===== src/rtl/epe_pkg.sv =====
// constants and types for the enclave page permission extend block
package epe_pkg;
  localparam int ADDR_W = 64;
  localparam logic [31:0] LEAF_PERMISSION_EXTEND = 32'h0000_0006;
  localparam logic [63:0] INFO_ALIGN_MASK = 64'h0000_0000_0000_003f;
  localparam logic [63:0] PAGE_ALIGN_MASK = 64'h0000_0000_0000_0fff;
  localparam int INFO_W = 512;
  // security_info_record layout: flags r=0 w=1 x=2, bits 63:3 reserved
  localparam int FLAG_R_POS = 0;
  localparam int FLAG_W_POS = 1;
  localparam int FLAG_X_POS = 2;
  localparam logic [511:0] INFO_RSVD_MASK = {448'h0, 64'hffff_ffff_ffff_fff8};
  localparam logic [7:0] REGULAR_PAGE_TYPE = 8'h01;
  localparam logic [16:0] CANON_HIGH_ONES = 17'h1_ffff;
  // fault classes
  localparam logic [1:0] FAULT_NONE = 2'h0;
  localparam logic [1:0] FAULT_GP = 2'h1;
  localparam logic [1:0] FAULT_PF = 2'h2;
  typedef enum logic [2:0] {
    EPE_IDLE = 3'h0,
    EPE_INFO_CHK = 3'h1,
    EPE_TGT_CHK = 3'h3,
    EPE_LOCK = 3'h2,
    EPE_RECHK = 3'h6,
    EPE_WRITE = 3'h7,
    EPE_DONE = 3'h5
  } epe_state_t;
endpackage


===== src/rtl/epe_addr_check.sv =====
`timescale 1ns/1ps
// per-operand address checks: alignment, enclave range, segment limit, canonical form
module epe_addr_check (
  // operand
  input wire logic [63:0] addr,
  input wire logic [63:0] align_mask,
  // enclave and mode context
  input wire logic [63:0] range_base,
  input wire logic [63:0] range_limit,
  input wire logic [63:0] seg_limit,
  input wire logic mode_64,
  // results
  output logic misaligned,
  output logic out_of_range,
  output logic bad_form
);
  always_comb begin
    misaligned = (addr & align_mask) != 64'h0;
    out_of_range = (addr < range_base) || (addr > range_limit);
    if (mode_64) begin
      // upper 17 bits must all match bit 47
      bad_form = !((addr[63:47] == 17'h0) || (addr[63:47] == epe_pkg::CANON_HIGH_ONES));
    end else begin
      // operand spans a whole aligned unit, so test its first byte only
      bad_form = addr > seg_limit;
    end
  end
endmodule


===== src/rtl/epe_entry_check.sv =====
`timescale 1ns/1ps
// checks one page_map_entry for a regular, settled page owned by the active enclave
module epe_entry_check (
  // entry fields
  input wire logic valid,
  input wire logic pending,
  input wire logic modified,
  input wire logic blocked,
  input wire logic [7:0] page_type,
  input wire logic [63:0] owner_control_ref,
  input wire logic [63:0] mapped_linear_addr,
  // expected values
  input wire logic [63:0] active_enclave_control,
  input wire logic [63:0] expect_addr,
  input wire logic check_blocked,
  input wire logic check_addr,
  // result
  output logic bad
);
  always_comb begin
    bad = !valid || pending || modified || (check_blocked && blocked)
          || (page_type != epe_pkg::REGULAR_PAGE_TYPE)
          || (owner_control_ref != active_enclave_control)
          || (check_addr && (mapped_linear_addr != expect_addr));
  end
endmodule


===== src/rtl/epe_permission_extend.sv =====
`timescale 1ns/1ps
// permission extend leaf of the user enclave operation
// Behaviour
// leaf 06h of user_enclave_op selects permission_extend_leaf
// outside an enclave: general_protection_fault, error code zero
// requested rwx bits are ORed into the target rights, never removed
// first: record address not 64-byte aligned gives general_protection_fault
// then: target address not 4 KiB aligned gives general_protection_fault
// then: either address outside enclave_linear_range gives general_protection_fault
// record, then target, not in protected_page_cache gives page_fault
// record entry must be valid, readable, settled, regular, owned, mapped; else page_fault
// record copied to info_scratch_copy; nonzero reserved bits give general_protection_fault
// target entry must be valid, settled, unblocked, regular, owned; else page_fault
// target taken exclusively; already held gives general_protection_fault
// after lock recheck target entry plus mapped address; else page_fault
// target unreadable and write requested gives general_protection_fault
// protected mode: address beyond segment limit gives general_protection_fault
// 64-bit mode: non-canonical address gives general_protection_fault
// memory operand locked by another thread gives general_protection_fault
// leaf only available when second-generation feature is supported
// report completion or exactly one fault with class and address; no write on fault
// arithmetic status flags of the core stay unchanged
module epe_permission_extend (
  // clock and reset
  input wire logic core_clk,
  input wire logic sys_rst,
  // request from the core
  input wire logic op_valid,
  input wire logic [31:0] op_leaf,
  input wire logic [63:0] info_addr,
  input wire logic [63:0] target_addr,
  output logic op_ready,
  // core context
  input wire logic in_enclave,
  input wire logic gen2_supported,
  input wire logic mode_64,
  input wire logic [63:0] seg_limit,
  input wire logic [63:0] range_base,
  input wire logic [63:0] range_limit,
  input wire logic [63:0] active_enclave_control,
  input wire logic operand_locked,
  // record memory read
  output logic info_rd_req,
  input wire logic info_rd_ack,
  input wire logic [511:0] info_rd_data,
  // record page entry
  input wire logic info_in_cache,
  input wire logic info_valid,
  input wire logic info_read_ok,
  input wire logic info_pending,
  input wire logic info_modified,
  input wire logic info_blocked,
  input wire logic [7:0] info_page_type,
  input wire logic [63:0] info_owner,
  input wire logic [63:0] info_mapped,
  // target page entry
  input wire logic tgt_in_cache,
  input wire logic tgt_valid,
  input wire logic tgt_pending,
  input wire logic tgt_modified,
  input wire logic tgt_blocked,
  input wire logic [7:0] tgt_page_type,
  input wire logic [63:0] tgt_owner,
  input wire logic [63:0] tgt_mapped,
  input wire logic [2:0] tgt_rwx,
  // target exclusivity
  output logic lock_req,
  input wire logic lock_grant,
  input wire logic lock_busy,
  output logic lock_release,
  // target entry update
  output logic entry_wr,
  output logic [63:0] entry_wr_addr,
  output logic [2:0] entry_wr_rwx,
  // result to the core
  output logic done,
  output logic [1:0] fault_class,
  output logic [63:0] fault_addr,
  output logic [15:0] fault_code,
  output logic flags_write
);
  epe_pkg::epe_state_t state_reg;
  logic [63:0] info_addr_reg;
  logic [63:0] tgt_addr_reg;
  logic [511:0] info_scratch_copy;
  logic [1:0] fault_next;
  logic [63:0] fault_addr_next;
  logic finish;
  logic locked_reg;
  logic info_mis, info_oor, info_form;
  logic tgt_mis, tgt_oor, tgt_form;
  logic info_entry_bad, tgt_entry_bad, tgt_entry_rebad;
  logic req_r, req_w, req_x;

  epe_addr_check u_info_chk (
    .addr(info_addr),
    .align_mask(epe_pkg::INFO_ALIGN_MASK),
    .range_base(range_base),
    .range_limit(range_limit),
    .seg_limit(seg_limit),
    .mode_64(mode_64),
    .misaligned(info_mis),
    .out_of_range(info_oor),
    .bad_form(info_form)
  );

  // the target must start on a page boundary
  epe_addr_check u_tgt_chk (
    .addr(target_addr),
    .align_mask(epe_pkg::PAGE_ALIGN_MASK),
    .range_base(range_base),
    .range_limit(range_limit),
    .seg_limit(seg_limit),
    .mode_64(mode_64),
    .misaligned(tgt_mis),
    .out_of_range(tgt_oor),
    .bad_form(tgt_form)
  );

  // record entry, mapped at the record address with low 12 bits cleared
  epe_entry_check u_info_entry (
    .valid(info_valid),
    .pending(info_pending),
    .modified(info_modified),
    .blocked(info_blocked),
    .page_type(info_page_type),
    .owner_control_ref(info_owner),
    .mapped_linear_addr(info_mapped),
    .active_enclave_control(active_enclave_control),
    .expect_addr(info_addr_reg & ~epe_pkg::PAGE_ALIGN_MASK),
    .check_blocked(1'b1),
    .check_addr(1'b1),
    .bad(info_entry_bad)
  );

  epe_entry_check u_tgt_entry (
    .valid(tgt_valid),
    .pending(tgt_pending),
    .modified(tgt_modified),
    .blocked(tgt_blocked),
    .page_type(tgt_page_type),
    .owner_control_ref(tgt_owner),
    .mapped_linear_addr(tgt_mapped),
    .active_enclave_control(active_enclave_control),
    .expect_addr(tgt_addr_reg),
    .check_blocked(1'b1),
    .check_addr(1'b0),
    .bad(tgt_entry_bad)
  );

  // the recheck drops the blocked test but adds the mapped address
  epe_entry_check u_tgt_recheck (
    .valid(tgt_valid),
    .pending(tgt_pending),
    .modified(tgt_modified),
    .blocked(tgt_blocked),
    .page_type(tgt_page_type),
    .owner_control_ref(tgt_owner),
    .mapped_linear_addr(tgt_mapped),
    .active_enclave_control(active_enclave_control),
    .expect_addr(tgt_addr_reg),
    .check_blocked(1'b0),
    .check_addr(1'b1),
    .bad(tgt_entry_rebad)
  );

  assign req_r = info_scratch_copy[epe_pkg::FLAG_R_POS];
  assign req_w = info_scratch_copy[epe_pkg::FLAG_W_POS];
  assign req_x = info_scratch_copy[epe_pkg::FLAG_X_POS];

  // one operation at a time; later requests wait until the answer has gone
  assign op_ready = (state_reg == epe_pkg::EPE_IDLE);
  // no record fetch while a page fault is already decided for this cycle
  assign info_rd_req = (state_reg == epe_pkg::EPE_INFO_CHK) && !info_entry_bad
                       && info_in_cache && tgt_in_cache && info_read_ok;
  assign lock_req = (state_reg == epe_pkg::EPE_LOCK) && !locked_reg;

  // sequencing and fault selection in documented order
  always_comb begin
    fault_next = epe_pkg::FAULT_NONE;
    fault_addr_next = 64'h0;
    finish = 1'b0;
    case (state_reg)
      epe_pkg::EPE_IDLE: begin
        // early refusals share class and code, so their order cannot be seen
        if (op_valid && op_leaf == epe_pkg::LEAF_PERMISSION_EXTEND) begin
          finish = 1'b1;
          if (!gen2_supported) fault_next = epe_pkg::FAULT_GP;
          else if (!in_enclave) fault_next = epe_pkg::FAULT_GP;
          else if (info_form || tgt_form) fault_next = epe_pkg::FAULT_GP;
          else if (operand_locked) fault_next = epe_pkg::FAULT_GP;
          else if (info_mis) fault_next = epe_pkg::FAULT_GP;
          else if (tgt_mis) fault_next = epe_pkg::FAULT_GP;
          else if (info_oor || tgt_oor) fault_next = epe_pkg::FAULT_GP;
          else finish = 1'b0;
        end
      end
      epe_pkg::EPE_INFO_CHK: begin
        fault_addr_next = info_addr_reg;
        if (!info_in_cache) begin
          fault_next = epe_pkg::FAULT_PF;
          finish = 1'b1;
        end else if (!tgt_in_cache) begin
          fault_next = epe_pkg::FAULT_PF;
          fault_addr_next = tgt_addr_reg;
          finish = 1'b1;
        end else if (info_entry_bad || !info_read_ok) begin
          fault_next = epe_pkg::FAULT_PF;
          finish = 1'b1;
        end
      end
      epe_pkg::EPE_TGT_CHK: begin
        finish = 1'b1;
        if ((info_scratch_copy & epe_pkg::INFO_RSVD_MASK) != 512'h0) begin
          fault_next = epe_pkg::FAULT_GP;
        end else if (tgt_entry_bad) begin
          fault_next = epe_pkg::FAULT_PF;
          fault_addr_next = tgt_addr_reg;
        end else begin
          finish = 1'b0;
        end
      end
      epe_pkg::EPE_LOCK: begin
        // once held, a later busy report from elsewhere no longer matters
        if (lock_busy && !locked_reg) begin
          fault_next = epe_pkg::FAULT_GP;
          finish = 1'b1;
        end
      end
      epe_pkg::EPE_RECHK: begin
        finish = 1'b1;
        if (tgt_entry_rebad) begin
          fault_next = epe_pkg::FAULT_PF;
          fault_addr_next = tgt_addr_reg;
        end else if (!tgt_rwx[epe_pkg::FLAG_R_POS] && req_w) begin
          fault_next = epe_pkg::FAULT_GP;
        end else begin
          finish = 1'b0;
        end
      end
      default: begin
        finish = 1'b0;
      end
    endcase
  end

  always_ff @(posedge core_clk) begin
    if (sys_rst) begin
      state_reg <= epe_pkg::EPE_IDLE;
    end else if (finish) begin
      state_reg <= epe_pkg::EPE_DONE;
    end else begin
      case (state_reg)
        epe_pkg::EPE_IDLE: begin
          if (op_valid && op_leaf == epe_pkg::LEAF_PERMISSION_EXTEND) begin
            state_reg <= epe_pkg::EPE_INFO_CHK;
          end
        end
        epe_pkg::EPE_INFO_CHK: begin
          if (info_rd_ack) state_reg <= epe_pkg::EPE_TGT_CHK;
        end
        epe_pkg::EPE_TGT_CHK: state_reg <= epe_pkg::EPE_LOCK;
        epe_pkg::EPE_LOCK: begin
          if (locked_reg) state_reg <= epe_pkg::EPE_RECHK;
        end
        epe_pkg::EPE_RECHK: state_reg <= epe_pkg::EPE_WRITE;
        epe_pkg::EPE_WRITE: state_reg <= epe_pkg::EPE_DONE;
        epe_pkg::EPE_DONE: state_reg <= epe_pkg::EPE_IDLE;
        default: state_reg <= epe_pkg::EPE_IDLE;
      endcase
    end
  end

  // operands held for the whole operation
  always_ff @(posedge core_clk) begin
    if (sys_rst) begin
      info_addr_reg <= 64'h0;
      tgt_addr_reg <= 64'h0;
    end else if (op_ready && op_valid) begin
      info_addr_reg <= info_addr;
      tgt_addr_reg <= target_addr;
    end
  end

  // record copy is the only view used later, so a racing store cannot change it
  always_ff @(posedge core_clk) begin
    if (sys_rst) begin
      info_scratch_copy <= 512'h0;
    end else if (info_rd_req && info_rd_ack) begin
      info_scratch_copy <= info_rd_data;
    end
  end

  // exclusive hold on the target; released whenever the operation ends
  always_ff @(posedge core_clk) begin
    if (sys_rst) begin
      locked_reg <= 1'b0;
    end else if (state_reg == epe_pkg::EPE_DONE) begin
      locked_reg <= 1'b0;
    end else if (lock_req && lock_grant && !lock_busy) begin
      locked_reg <= 1'b1;
    end
  end

  assign lock_release = (state_reg == epe_pkg::EPE_DONE) && locked_reg;

  // entry write only on the fault-free path
  always_ff @(posedge core_clk) begin
    if (sys_rst) begin
      entry_wr <= 1'b0;
      entry_wr_addr <= 64'h0;
      entry_wr_rwx <= 3'h0;
    end else begin
      // rights only grow: the old entry is ORed with the request, never replaced
      entry_wr <= (state_reg == epe_pkg::EPE_RECHK) && !finish;
      if ((state_reg == epe_pkg::EPE_RECHK) && !finish) begin
        entry_wr_addr <= tgt_addr_reg;
        entry_wr_rwx <= tgt_rwx | {req_x, req_w, req_r};
      end
    end
  end

  // one result per operation; flags never written
  always_ff @(posedge core_clk) begin
    if (sys_rst) begin
      done <= 1'b0;
      fault_class <= epe_pkg::FAULT_NONE;
      fault_addr <= 64'h0;
      fault_code <= 16'h0;
    end else begin
      done <= (finish && fault_next != epe_pkg::FAULT_NONE)
              || (state_reg == epe_pkg::EPE_WRITE);
      if (finish || state_reg == epe_pkg::EPE_WRITE) begin
        fault_class <= fault_next;
        fault_addr <= (fault_next == epe_pkg::FAULT_PF) ? fault_addr_next : 64'h0;
        fault_code <= 16'h0;
      end
    end
  end

  assign flags_write = 1'b0;
endmodule


===== config.mk =====
export PLATFORM = sky130hd
export DESIGN_NAME = epe_permission_extend
export DESIGN_NICKNAME = d
export VERILOG_FILES = /design/src/rtl/epe_pkg.sv /design/src/rtl/epe_addr_check.sv /design/src/rtl/epe_entry_check.sv /design/src/rtl/epe_permission_extend.sv
export SDC_FILE = /design/constraint.sdc
export NUM_CORES = 2
export LEC_CHECK = 0
export BUFFER_PORTS_ARGS = -buffer_cell sky130_fd_sc_hd__buf_2
export CELL_PAD_IN_SITES_DETAIL_PLACEMENT = 0
export CELL_PAD_IN_SITES_GLOBAL_PLACEMENT = 1
export CORE_AREA = 2 2 531 533
export CTS_CLUSTER_SIZE = 12
export DETAILED_ROUTE_END_ITERATION = 6
export DIE_AREA = 0 0 533 535
export PLACE_DENSITY = 0.34
export SKIP_LAST_GASP = 1
export SYNTH_ARGS = -nofsm -noshare
export SYNTH_HDL_FRONTEND = slang
export SYNTH_SLANG_ARGS = --single-unit

===== constraint.sdc =====
create_clock -name core_clk -period 6.07 [get_ports core_clk]
set_clock_uncertainty 0.1 [all_clocks]
set_input_delay 1.5175 -clock core_clk [delete_from_list [all_inputs] [get_ports core_clk]]
set_output_delay 1.5175 -clock core_clk [all_outputs]
set_load 0.02 [all_outputs]

==> out/qor.yml <==
outcome:
  status: "finished clean"
floorplan:
  pin_count: 1380
  die_x_microns: 533
  initial_utilization_pct: 8.69
  die-area_sq_um: 285000
  rows: 194
  fp.dieH_microns: 535
  fp.coreArea_sq_um: 279000
min_path:
  hp-class: "reg2reg"
sta:
  relSlewSlack_pct: 25.1
  hold_viol: 0
  worst_pin_slew_ns: 1.12
  slew_viol_final: 0
  grt_setup_unrepaired: "false"
  holdWs_ns: 0.356
  fmax_mhz: 180
  setup_violations: 0
  min_period_ns: 5.57
  min_period_over_period_pct: 91.7
  tns_ns: 0
global_routing:
  grt_max_degree: 124
  grt_util_all_layers_pct: 16.1
  use_met1_pct: 19.9
  antenna_found_initial: 177
  use_met2_pct: 26.9
  grt.met3_usage_pct: 5.91
  grt_overflow: 0
  grt_pass1_vias: 27351
  grt_pass1_wl_mm: 296
  grt.busiest_layer: "met2"
routing:
  post_drt_wl_per_cell_microns: 30.2
  final_antenna_net_count: 0
  first_pass_iters: 5
  drtIter0Drc: 1476
  vias_per_cell: 3.46
  drc_errors: 0
  dr_total_vias: 27128
  wl_mm: 237
logic_synthesis:
  yosys-top-cells-count: "ha_1, nand2_1, dfxtp_1, a21oi_1, inv_1"
  synth-edff-count: 0
  synth-adder-area-share_pct: 19.8
  ys_seq_area_share_pct: 27.3
  synth_top_family_by_area: "adder cells"
  ys_warn_count: 0
  ys_ff_latch: 331
  ys_types: 62
  synthSimpleGateAreaFrac_pct: 18.7
  yosys-top-cells-area: "dfxtp_1, ha_1, nand2_1"
  syn_avg_cell_area_sq_um: 8.17
  yosysMostFrequentCell: "ha_1"
  yosysTopAreaCell: "dfxtp_1"
  synthFlopType: "dfxtp_1"
  synth_xor_area_share_pct: 8.71
  synth_top_area_share_pct: 27.3
  synth_cells: 2969
  ys_async_sr_fraction_pct: 0
  synth_mux_area_share_pct: 5.28
  synth_compound_area_share_pct: 14.6
  syn_area_sq_um: 24200
worst_setup_path:
  crit_path_end_kind: "output pin"
  critPathMaxStageDelay_ns: 0.51
  cp_cell_sequence: "buf_2, inv_1, nor4_2, buf_4, and4_1, inv_1, or4_1, buf_4, nor2_1, buf_2"
  cpMaxStageDelayCell: "nor4_2"
  critical_path_arrival_ns: 3.95
  path_class: "in2out"
  startpoint_type: "primary input"
  crit_required_ns: 4.45
  crit_fanout: 2
power_and_ir_drop:
  p_total_mw: 9.34
  power.density_nw_per_um2: 251
  p_leak_nw: 16.7
  ir_worst_vdd_mv: 0.204
layout:
  area_delta_synth_final_pct: 53.6
  drive_gt1_share_pct: 30.8
  final_nets: 5656
  fill_cells: 32335
clock_network:
  postCtsSetupBuffers: 0
  clk_pin_slew_ns: 0.06
  hold_buffers: 0
  cts.sinks: 331
  clk_path_buf_depth: 3
  clk_latency_ns: 0.71
  ctsResizeCount: 0
  numCtsBuffers: 53
  cts_tree: "yes"
  root_buffer: "clkbuf_16"
  cts-htree-levels: 2
placement:
  routabilityCongestion: 0.845
  place_hpwl_mm: 210
  io_buffers: 914
job:
  cap_violations: 0
==> power breakdown <==
part	switching [mW]	total, mW	leakage [nW]	internal (mW)
registers	0.456	2.82	2.69	2.37
clock network	1.42	3.43	0.887	2.01
logic	2.03	3.09	13.1	1.06
total	3.91	9.34	16.7	5.43
==> through the flow <==
| stage | setup WS [ns] | std cells | utilization [%] | instance area, sq um |
|---|---|---|---|---|
| floorplan | 1.48 | 2985 | - | 24300 |
| global placement | 0.0867 | 7717 | 12.7 | 35300 |
| detailed placement | 0.201 | 7717 | 12.7 | 35300 |
| CTS | 0.319 | 7814 | 13.3 | 37100 |
| global route | 0.303 | 7820 | 13.3 | 37200 |
| finish | 0.503 | 7851 | 13.3 | 37200 |
==> placed cells by master, fill, tap and decap left out, types with 7 or more instances in the layout <==
| master | netlist | routed |
|---|---|---|
| ha_1 | 384 | 384 |
| buf_2 | 8 | 913 |
| nor4_1 | 89 | 75 |
| inv_1 | 208 | 208 |
| nor4_2 | 0 | 14 |
| nor2_1 | 186 | 185 |
| bufinv_16 | 0 | 7 |
| buf_12 | 0 | 37 |
| diode_2 | 0 | 37 |
| nor2b_1 | 9 | 9 |
| nand4_1 | 111 | 111 |
| a221oi_1 | 9 | 9 |
| a21o_1 | 31 | 31 |
| clkbuf_16 | 0 | 54 |
| nand3_1 | 104 | 104 |
| and4_1 | 11 | 11 |
| clkinv_2 | 0 | 9 |
| o21ai_1 | 22 | 23 |
| xor2_1 | 146 | 144 |
| nand2_1 | 364 | 362 |
| mux2i_1 | 128 | 128 |
| xnor2_1 | 95 | 92 |
| clkinvlp_4 | 0 | 7 |
| dfxtp_1 | 331 | 331 |
| nor4b_1 | 8 | 8 |
| clkbuf_1 | 90 | 8 |
| a21oi_1 | 272 | 272 |
| o21a_1 | 7 | 7 |
| a22oi_1 | 65 | 65 |
| o21ai_0 | 106 | 105 |
| conb_1 | 1 | 17 |
| nor3_1 | 39 | 37 |
| a211oi_1 | 23 | 23 |
| buf_4 | 26 | 181 |
==> cell families (layout without fill, tap and decap cells) <==
family,Yosys count,in the layout
XOR/XNOR,241,241
AO/OA/AOI/OAI,593,593
flip-flops,331,331
other,1,54
adder cells (fa/ha/maj),384,384
AND/OR/NAND/NOR,958,958
multiplexers,128,128
buffers and inverters,333,1438
==> final cells by class <==
type                    instances  area (sq um)  area share (%)
clock inverters                29           379            1.02
multi-input cells            2321         16500            44.4
well taps                    3724          4660            12.5
repair buffers               1132          6680            18.0
clock buffers                  68          1460            3.93
flip-flops and latches        331          6630            17.8
inverters                     209           785            2.11
diodes                         37          92.6           0.249
==> metal layers <==
layer,vias to the layer above,share of wire [%],routed length [microns]
met5,-,0.31,743
met2,1092,46,110000
met1,12748,43,101000
met4,124,1.7,4030
li1,12849,-,-
met3,315,9.0,21400
==> worst max-delay path: cells and delay by family <==
family	cells	cell delay, ns
simple gates	4	1.55
buf+inv	6	0.88
==> path summary, 6_finish.rpt <==
path / from / to / slack [ns] / cells after the start
min: info_addr_reg[2]$_SDFFE_PP0P_ / info_addr_reg[2]$_SDFFE_PP0P_ / 0.36 / 2
max reg2reg: tgt_addr_reg[53]$_SDFFE_PP0P_ / fault_addr[30]$_SDFFE_PP0P_ / 1.43 / 15
min reg2reg: info_addr_reg[2]$_SDFFE_PP0P_ / info_addr_reg[2]$_SDFFE_PP0P_ / 0.36 / 2
max: tgt_in_cache / info_rd_req / 0.50 / 10
Power figures use the tool's default switching activity.
